## src/rtl/ccs_pkg.sv

```systemverilog
package ccs_pkg;
    // oscillator and derived rates
    localparam int unsigned OSC_HZ = 14745600;
    localparam int unsigned CPU_DIV = 3;
    localparam int unsigned CPU_HZ = OSC_HZ / CPU_DIV;
    localparam int unsigned TICK_HZ = 1200;
    localparam int unsigned TICK_DIV = CPU_HZ / TICK_HZ;
    localparam int unsigned TICK_W = 12;
    // reference clock of this block
    localparam int unsigned REF_HZ = 10000000;
    // monitor and panel sizes
    localparam int unsigned MON_W = 8;
    localparam int unsigned BTN_N = 16;
    localparam int unsigned BTN_IDX_W = 4;
    localparam int unsigned DIG_N = 12;
    localparam int unsigned DIG_IDX_W = 4;
    localparam int unsigned SEG_W = 7;
    // debounce time and scan dwell
    localparam int unsigned DEB_US = 10;
    localparam int unsigned DEB_CYC = (DEB_US * (REF_HZ / 1000000));
    localparam int unsigned DEB_W = 8;
    localparam int unsigned SCAN_US = 100;
    localparam int unsigned SCAN_CYC = (SCAN_US * (REF_HZ / 1000000));
    localparam int unsigned SCAN_W = 10;
    // reset values and the inverted address bit
    localparam logic [MON_W-1:0] MON_REF_RST = 8'h00;
    localparam logic [SEG_W-1:0] SEG_ZERO = 7'h3F;
    localparam int unsigned A13_BIT = 13;
endpackage

```

## src/rtl/ccs_sync2.sv

```systemverilog
`timescale 1ns/1ns
module ccs_sync2 #(
    parameter int W = 1
) (
    // clock and reset
    input wire logic i_ref_clk,
    input wire logic i_rst_b,
    // data
    input wire logic [W-1:0] i_d,
    output logic [W-1:0] o_q
);
    logic [W-1:0] meta_reg;
    logic [W-1:0] meta_next;
    logic [W-1:0] q_next;

    always_comb
    begin
        meta_next = i_d;
        q_next = meta_reg;
    end

    always_ff @(posedge i_ref_clk or negedge i_rst_b)
    begin
        if (!i_rst_b)
        begin
            meta_reg <= '0;
            o_q <= '0;
        end
        else
        begin
            meta_reg <= meta_next;
            o_q <= q_next;
        end
    end
endmodule

```

## src/rtl/ccs_card_logic.sv

```systemverilog
`timescale 1ns/1ns
module ccs_card_logic (
    // clock and reset
    input wire logic i_ref_clk,
    input wire logic i_rst_b,
    // oscillator enable and supply status
    input wire logic i_osc_en,
    input wire logic i_supply5_ok,
    input wire logic i_aux_reset_input_b,
    // outputs to processor side
    output logic o_cpu_clk,
    output logic o_cpu_clk_en,
    output logic o_nmi_tick,
    output logic o_rst_panel_b,
    output logic o_rst_gpib_b,
    output logic o_rst_cpu_b,
    output logic o_relay_zero,
    output logic o_gpib_remote,
    // remote control request
    input wire logic i_remote_set,
    // change monitor
    input wire logic [ccs_pkg::MON_W-1:0] i_mon_lines,
    input wire logic i_mon_get,
    input wire logic i_mon_put,
    input wire logic [ccs_pkg::MON_W-1:0] i_mon_wdata,
    output logic [ccs_pkg::MON_W-1:0] o_mon_rdata,
    output logic o_mon_irq,
    // test connector and address path
    input wire logic i_bus_hold_request_b,
    output logic o_bus_oe,
    input wire logic [15:0] i_cpu_addr,
    output logic [15:0] o_ram_addr,
    // decade buttons
    input wire logic [ccs_pkg::BTN_N-1:0] i_btn,
    input wire logic i_btn_ack,
    input wire logic i_ratio_ok,
    output logic o_btn_irq,
    output logic [ccs_pkg::BTN_IDX_W-1:0] o_btn_code,
    output logic o_btn_held,
    // display scan
    input wire logic i_disp_we,
    input wire logic [ccs_pkg::DIG_IDX_W-1:0] i_disp_idx,
    input wire logic [ccs_pkg::SEG_W-1:0] i_disp_seg,
    output logic [ccs_pkg::DIG_N-1:0] o_dig_pwr,
    output logic [ccs_pkg::SEG_W-1:0] o_seg
);
    //------------------------------------------------------------
    // input synchronisers
    //------------------------------------------------------------
    logic s_osc;
    logic s_sup5;
    logic s_aux_b;
    logic s_hold_b;
    logic [ccs_pkg::MON_W-1:0] s_mon;
    logic [ccs_pkg::BTN_N-1:0] s_btn;

    ccs_sync2 #(.W(4)) u_sync_ctl (
        .i_ref_clk(i_ref_clk),
        .i_rst_b(i_rst_b),
        .i_d({i_osc_en, i_supply5_ok, i_aux_reset_input_b, i_bus_hold_request_b}),
        .o_q({s_osc, s_sup5, s_aux_b, s_hold_b})
    );
    ccs_sync2 #(.W(ccs_pkg::MON_W)) u_sync_mon (
        .i_ref_clk(i_ref_clk),
        .i_rst_b(i_rst_b),
        .i_d(i_mon_lines),
        .o_q(s_mon)
    );
    ccs_sync2 #(.W(ccs_pkg::BTN_N)) u_sync_btn (
        .i_ref_clk(i_ref_clk),
        .i_rst_b(i_rst_b),
        .i_d(i_btn),
        .o_q(s_btn)
    );

    //------------------------------------------------------------
    // power monitor
    //------------------------------------------------------------
    logic fail;
    logic rst_reg;
    logic rst_next;
    assign fail = !s_sup5 || !s_aux_b;
    always_comb
    begin
        rst_next = !fail;
    end
    assign o_rst_panel_b = rst_reg;
    assign o_rst_gpib_b = rst_reg;
    assign o_rst_cpu_b = rst_reg;
    logic sys_run;
    assign sys_run = rst_reg;

    //------------------------------------------------------------
    // clock divide by three and tick
    //------------------------------------------------------------
    logic [1:0] jk_reg;
    logic [1:0] jk_next;
    logic [ccs_pkg::TICK_W-1:0] tick_reg;
    logic [ccs_pkg::TICK_W-1:0] tick_next;
    logic nmi_reg;
    logic nmi_next;
    always_comb
    begin
        jk_next = jk_reg;
        tick_next = tick_reg;
        nmi_next = 1'b0;
        if (s_osc)
        begin
            // two-flop sequence 00 -> 01 -> 10 -> 00
            jk_next = {jk_reg[0], ~(jk_reg[0] | jk_reg[1])};
            if (jk_reg == 2'b10)
            begin
                tick_next = tick_reg + 1'b1;
                nmi_next = (tick_reg == ccs_pkg::TICK_W'(ccs_pkg::TICK_DIV - 1));
            end
        end
    end
    assign o_cpu_clk = jk_reg[0];
    assign o_cpu_clk_en = s_osc && (jk_reg == 2'b10);

    //------------------------------------------------------------
    // reset effects on relays and remote state
    //------------------------------------------------------------
    logic remote_reg;
    logic remote_next;
    always_comb
    begin
        remote_next = remote_reg;
        if (!sys_run)
            remote_next = 1'b0;
        else if (i_remote_set)
            remote_next = 1'b1;
    end
    assign o_gpib_remote = remote_reg;
    assign o_relay_zero = !sys_run;

    //------------------------------------------------------------
    // change monitor
    //------------------------------------------------------------
    logic [ccs_pkg::MON_W-1:0] mref_reg;
    logic [ccs_pkg::MON_W-1:0] mref_next;
    logic [ccs_pkg::MON_W-1:0] mout_reg;
    logic [ccs_pkg::MON_W-1:0] mout_next;
    always_comb
    begin
        mref_next = mref_reg;
        mout_next = mout_reg;
        if (i_mon_get)
            mout_next = s_mon;
        if (i_mon_put)
            mref_next = i_mon_wdata;
        if (!sys_run)
            mref_next = ccs_pkg::MON_REF_RST;
    end
    assign o_mon_rdata = mout_reg;
    assign o_mon_irq = (s_mon != mref_reg);

    //------------------------------------------------------------
    // bus hold and address path
    //------------------------------------------------------------
    assign o_bus_oe = s_hold_b;
    assign o_ram_addr = i_cpu_addr ^ (16'h0001 << ccs_pkg::A13_BIT);

    //------------------------------------------------------------
    // decade buttons
    //------------------------------------------------------------
    logic [ccs_pkg::BTN_N-1:0] bstab_reg;
    logic [ccs_pkg::BTN_N-1:0] bstab_next;
    logic [ccs_pkg::BTN_N-1:0] bsamp_reg;
    logic [ccs_pkg::BTN_N-1:0] bsamp_next;
    logic [ccs_pkg::DEB_W-1:0] deb_reg;
    logic [ccs_pkg::DEB_W-1:0] deb_next;
    logic birq_reg;
    logic birq_next;
    logic [ccs_pkg::BTN_IDX_W-1:0] bcode_reg;
    logic [ccs_pkg::BTN_IDX_W-1:0] bcode_next;
    logic press;
    logic [ccs_pkg::BTN_IDX_W-1:0] pidx;
    always_comb
    begin
        pidx = '0;
        // taken from the next stable set so the code is right in the press cycle
        for (int i = ccs_pkg::BTN_N - 1; i >= 0; i--)
            if (bstab_next[i])
                pidx = ccs_pkg::BTN_IDX_W'(i);
    end
    always_comb
    begin
        bsamp_next = s_btn;
        bstab_next = bstab_reg;
        deb_next = deb_reg;
        press = 1'b0;
        if (s_btn != bsamp_reg)
            deb_next = '0;
        else if (deb_reg != ccs_pkg::DEB_W'(ccs_pkg::DEB_CYC))
            deb_next = deb_reg + 1'b1;
        else
        begin
            bstab_next = bsamp_reg;
            press = (bsamp_reg & ~bstab_reg) != '0;
        end
        birq_next = birq_reg;
        bcode_next = bcode_reg;
        if (i_btn_ack)
            birq_next = 1'b0;
        if (press)
            birq_next = 1'b1;
        if (bstab_next != '0 && !birq_reg)
            bcode_next = pidx;
        if (!sys_run)
            birq_next = 1'b0;
    end
    assign o_btn_irq = birq_reg;
    assign o_btn_code = bcode_reg;
    assign o_btn_held = (bstab_reg != '0) && i_ratio_ok;

    //------------------------------------------------------------
    // display scan
    //------------------------------------------------------------
    logic [ccs_pkg::SEG_W-1:0] dmem_reg [ccs_pkg::DIG_N];
    logic [ccs_pkg::SEG_W-1:0] dmem_next [ccs_pkg::DIG_N];
    logic [ccs_pkg::SCAN_W-1:0] scnt_reg;
    logic [ccs_pkg::SCAN_W-1:0] scnt_next;
    logic [ccs_pkg::DIG_IDX_W-1:0] dsel_reg;
    logic [ccs_pkg::DIG_IDX_W-1:0] dsel_next;
    logic [ccs_pkg::SEG_W-1:0] seg_reg;
    logic [ccs_pkg::SEG_W-1:0] seg_next;
    logic [ccs_pkg::DIG_N-1:0] pwr_reg;
    logic [ccs_pkg::DIG_N-1:0] pwr_next;
    always_comb
    begin
        dmem_next = dmem_reg;
        scnt_next = scnt_reg + 1'b1;
        dsel_next = dsel_reg;
        if (i_disp_we && i_disp_idx < ccs_pkg::DIG_IDX_W'(ccs_pkg::DIG_N))
            dmem_next[i_disp_idx] = i_disp_seg;
        if (!sys_run)
            for (int i = 0; i < ccs_pkg::DIG_N; i++)
                dmem_next[i] = ccs_pkg::SEG_ZERO;
        if (scnt_reg == ccs_pkg::SCAN_W'(ccs_pkg::SCAN_CYC - 1))
        begin
            scnt_next = '0;
            dsel_next = (dsel_reg == ccs_pkg::DIG_IDX_W'(ccs_pkg::DIG_N - 1)) ? '0 : dsel_reg + 1'b1;
        end
        pwr_next = ccs_pkg::DIG_N'(1) << dsel_reg;
        seg_next = dmem_reg[dsel_reg];
    end
    assign o_dig_pwr = pwr_reg;
    assign o_seg = seg_reg;

    //------------------------------------------------------------
    // state registers
    //------------------------------------------------------------
    always_ff @(posedge i_ref_clk or negedge i_rst_b)
    begin
        if (!i_rst_b)
        begin
            rst_reg <= 1'b0;
            jk_reg <= 2'b00;
            tick_reg <= '0;
            nmi_reg <= 1'b0;
            remote_reg <= 1'b0;
            mref_reg <= ccs_pkg::MON_REF_RST;
            mout_reg <= '0;
            bstab_reg <= '0;
            bsamp_reg <= '0;
            deb_reg <= '0;
            birq_reg <= 1'b0;
            bcode_reg <= '0;
            scnt_reg <= '0;
            dsel_reg <= '0;
            seg_reg <= '0;
            pwr_reg <= '0;
            for (int i = 0; i < ccs_pkg::DIG_N; i++)
                dmem_reg[i] <= ccs_pkg::SEG_ZERO;
        end
        else
        begin
            rst_reg <= rst_next;
            jk_reg <= jk_next;
            tick_reg <= tick_next;
            nmi_reg <= nmi_next;
            remote_reg <= remote_next;
            mref_reg <= mref_next;
            mout_reg <= mout_next;
            bstab_reg <= bstab_next;
            bsamp_reg <= bsamp_next;
            deb_reg <= deb_next;
            birq_reg <= birq_next;
            bcode_reg <= bcode_next;
            scnt_reg <= scnt_next;
            dsel_reg <= dsel_next;
            seg_reg <= seg_next;
            pwr_reg <= pwr_next;
            dmem_reg <= dmem_next;
        end
    end
    assign o_nmi_tick = nmi_reg;
endmodule

```

## config.mk

```make
export PLATFORM = sky130hd
export DESIGN_NAME = ccs_card_logic
export DESIGN_NICKNAME = d
export VERILOG_FILES = /design/src/rtl/ccs_pkg.sv /design/src/rtl/ccs_sync2.sv /design/src/rtl/ccs_card_logic.sv
export SDC_FILE = /design/constraint.sdc
export NUM_CORES = 1
export LEC_CHECK = 0
export BUFFER_PORTS_ARGS = -buffer_cell sky130_fd_sc_hd__buf_2
export CAP_MARGIN = 40
export CORE_MARGIN = 3
export CORE_UTILIZATION = 45
export DETAILED_ROUTE_END_ITERATION = 6
export PLACE_DENSITY = 0.61
export SYNTH_ARGS = -nofsm -noshare
export SYNTH_HDL_FRONTEND = slang
export SYNTH_HIERARCHICAL = 1
export SYNTH_SLANG_ARGS = --single-unit
```

## constraint.sdc

```tcl
create_clock -name i_ref_clk -period 7.5 [get_ports i_ref_clk]
set_clock_uncertainty 0.15 [all_clocks]
set_input_delay 1.5 -clock i_ref_clk [delete_from_list [all_inputs] [get_ports i_ref_clk]]
set_output_delay 1.5 -clock i_ref_clk [all_outputs]
set_load 0.02 [all_outputs]
```

==> results.yml <==
run_status:
  outcome: "complete, no violations"
layout:
  final_cell_count_no_fill: 1306
  layout-drive-gt1-share_pct: 26.3
  regArea_um2: 6370
  diodes: 0
  multi_input_area_um2: 3850
  largest_reg_flops: 84
  nets: 1055
  areaGrowthSynthToFinish_pct: 14.8
  num-fill-cells: 2029
placement:
  port_buffers: 99
  gp_congestion: 0.897
  placed_cells: 1259
  dp_hpwl_um: 14000
global_route:
  grt_max_degree: 150
  globalRouteTotalUtil_pct: 16.9
  antenna_found_initial: 2
  grt_pass1_wl_um: 35700
  overflow: 0
  first_global_vias: 6845
timing:
  final_max_slew_viol_count: 0
  fin_crit_sh_pct: 50.3
  fin_crit_ns: 3.77
  finalSetupViolations: 0
  max_freq_mhz: 265
  rsz0062_at_grt: "false"
  hold_violations: 0
  worst_pin_slew_ns: 0.915
  relSlewSlack_pct: 39.0
  finalSetupTns_ns: 0
floorplanning:
  coreArea_um2: 22900
  ios: 130
  start_util_pct: 46.3
  die_x_um: 160
  die-area_um2: 25400
  die_h_um: 160
  num_rows: 55
worst_setup_path:
  critPathKind: "reg -> out"
  start_kind: "flop"
  r2r_slack_ns: 3.92
  r2r_end: "o_btn_code[0]"
  worstSetupStartpoint: "bstab_reg[7]"
  worstPathArrival_ns: 2.12
  cp_data_required_time_ns: 5.85
  crit_fanout: 4
  reg2regPathDepth: 7
  r2r_start: "bsamp_reg[9]"
  crit_path_end_kind: "primary output"
cts:
  htree_levels: 1
  post_cts.repair.setup_buffers: 0
  clock_latency_ns: 0.52
  numCtsBuffers: 26
  cts-root-buf: "clkbuf_16"
  path_clk_slew_ns: 0.06
  clk_path_buf_depth: 3
  cts_sinks: 251
  ctsResizeCount: 0
  cts_tree: "done"
  cts_hold_buf: 0
synth:
  syn_area_um2: 10600
  synth_top_area_cell: "dfrtp_1"
  ys_seq_elements: 251
  synth_enable_flop_cells: 0
  seq_area_frac_synth_pct: 60.1
  ys.flop_type: "dfrtp_1"
  yosys.cell_types.count: 50
  synthTopCellsByArea: "dfrtp_1 42%, dfstp_2 18%, mux2i_1 7.5%, nand2_1 4.8%, mux4_2 4.5%"
  yosysTopAreaCellShare_pct: 42.2
  syn_inst: 894
  ys_async_sr_fraction_pct: 100
  syn_nets: 975
  syn_area_per_cell_um2: 11.9
  yosys_warnings: 6
min_path:
  hold_path.class: "reg -> reg"
  hold-path-endpoint: "u_sync_btn/o_q[10]"
  min-delay-start: "u_sync_btn/meta_reg[10]"
  holdPathStages: 0
drt:
  firstDrtPassIters: 4
  routed_via_density: 5.09
  vias: 6652
  route.detailed.drc: 0
  drtIter0Drc: 324
  wl_per_cell_um: 16.4
  finalWirelength_um: 21400
  postRouteAntennaNets: 0
power:
  leakagePower_uw: 0.00534
  cellPowerDensity_nw_per_um2: 236
  vdd_drop_max_v: 0.000116
job:
  cap_viol_max_count: 0
==> stage by stage <==
stage,hold slack (ns),util (%),power (µW),cell area [µm²],setup WS [ns]
global placement,0.182,49.2,1620,11300,3.98
finish,0.192,53.2,2870,12200,3.73
floorplan,0.181,-,1550,10600,4.14
global route,0.202,53.2,2990,12200,3.57
detailed placement,0.185,49.4,1620,11300,3.95
CTS,0.197,53.2,2920,12200,3.71
==> logic make-up after synthesis <==
group,count (synthesis),share of synthesized area [%]
fa+ha+maj,10,1.18
mux,112,13.2
flops,251,60.1
simple gates,311,13.4
compound gates,79,4.61
xor+xnor,47,3.88
buf+inv,84,3.68
==> synth_stat cells (all sizes together), types with 6 or more instances <==
cell      n
ha       10
xor2     36
dfrtp   179
nor2b     7
nor2     63
mux4     21
nand3    34
buf      23
nand4     7
a21oi    14
dfstp    72
mux2i    79
o22ai     6
mux2     12
and2     14
and3      8
xnor2    11
nand2b    6
o21ai    39
clkbuf   37
nor4     13
inv      24
nand2   136
==> critical path: stages (launching register included) <==
cell	delay (ns)
dfrtp_1	0.42
nor4_1	0.57
nand4_1	0.25
and2_1	0.22
buf_2	0.15
==> placed cells by master (no fill, tap or decap), types with 2 or more instances in the layout <==
cell type	instances
dfrtp_1	178
nand2_1	136
buf_2	98
mux2i_1	79
dfstp_2	72
nor2_1	63
o21ai_0	39
xor2_1	36
nand3_1	34
clkbuf_16	27
inv_1	24
mux4_2	21
and2_1	14
a21oi_1	14
nor4_1	13
mux2_2	12
buf_4	12
xnor2_1	11
ha_1	10
and3_1	8
clkbuf_1	8
nand4_1	7
nor2b_1	7
nand2b_1	6
o22ai_1	6
nor3_1	5
clkbuf_8	5
clkinv_2	5
nand3b_1	4
or4_1	3
or3_1	3
a211oi_1	3
o31ai_1	3
nor3b_1	2
a221oi_1	2
or2_2	2
bufinv_16	2
==> layer usage <==
metal	up-vias	track usage [%]	wire (µm)
li1	3196	-	-
met1	3274	23.9	9890
met2	147	27.2	10000
met3	31	3.28	1110
met4	4	4.14	323
met5	-	0	23
==> area by class of cell <==
class,instances,area share [%]
inverters,24,0.740
clock buffers,40,6.36
clock inverters,7,0.699
repair buffers,112,5.05
multi-input cells,559,31.6
well taps,313,3.22
flip-flops and latches,251,52.3
==> power breakdown <==
group	internal, µW	total [µW]	switching, µW
logic	59.6	158	97.9
clock network	776	1280	501
registers	1400	1440	32.2
==> how the worst max path moves through the flow <==
| stage | end | slack [ns] | depth (start not counted) |
|---|---|---|---|
| floorplan | o_btn_held | 4.14 | 1 |
| detailed placement | o_btn_code[0] | 3.95 | 7 |
| global route | o_btn_held | 3.57 | 4 |
| CTS | o_btn_held | 3.71 | 4 |
| global placement | o_btn_held | 3.98 | 3 |
| finish | o_btn_held | 3.73 | 4 |
(Power assumes the default switching activity.)
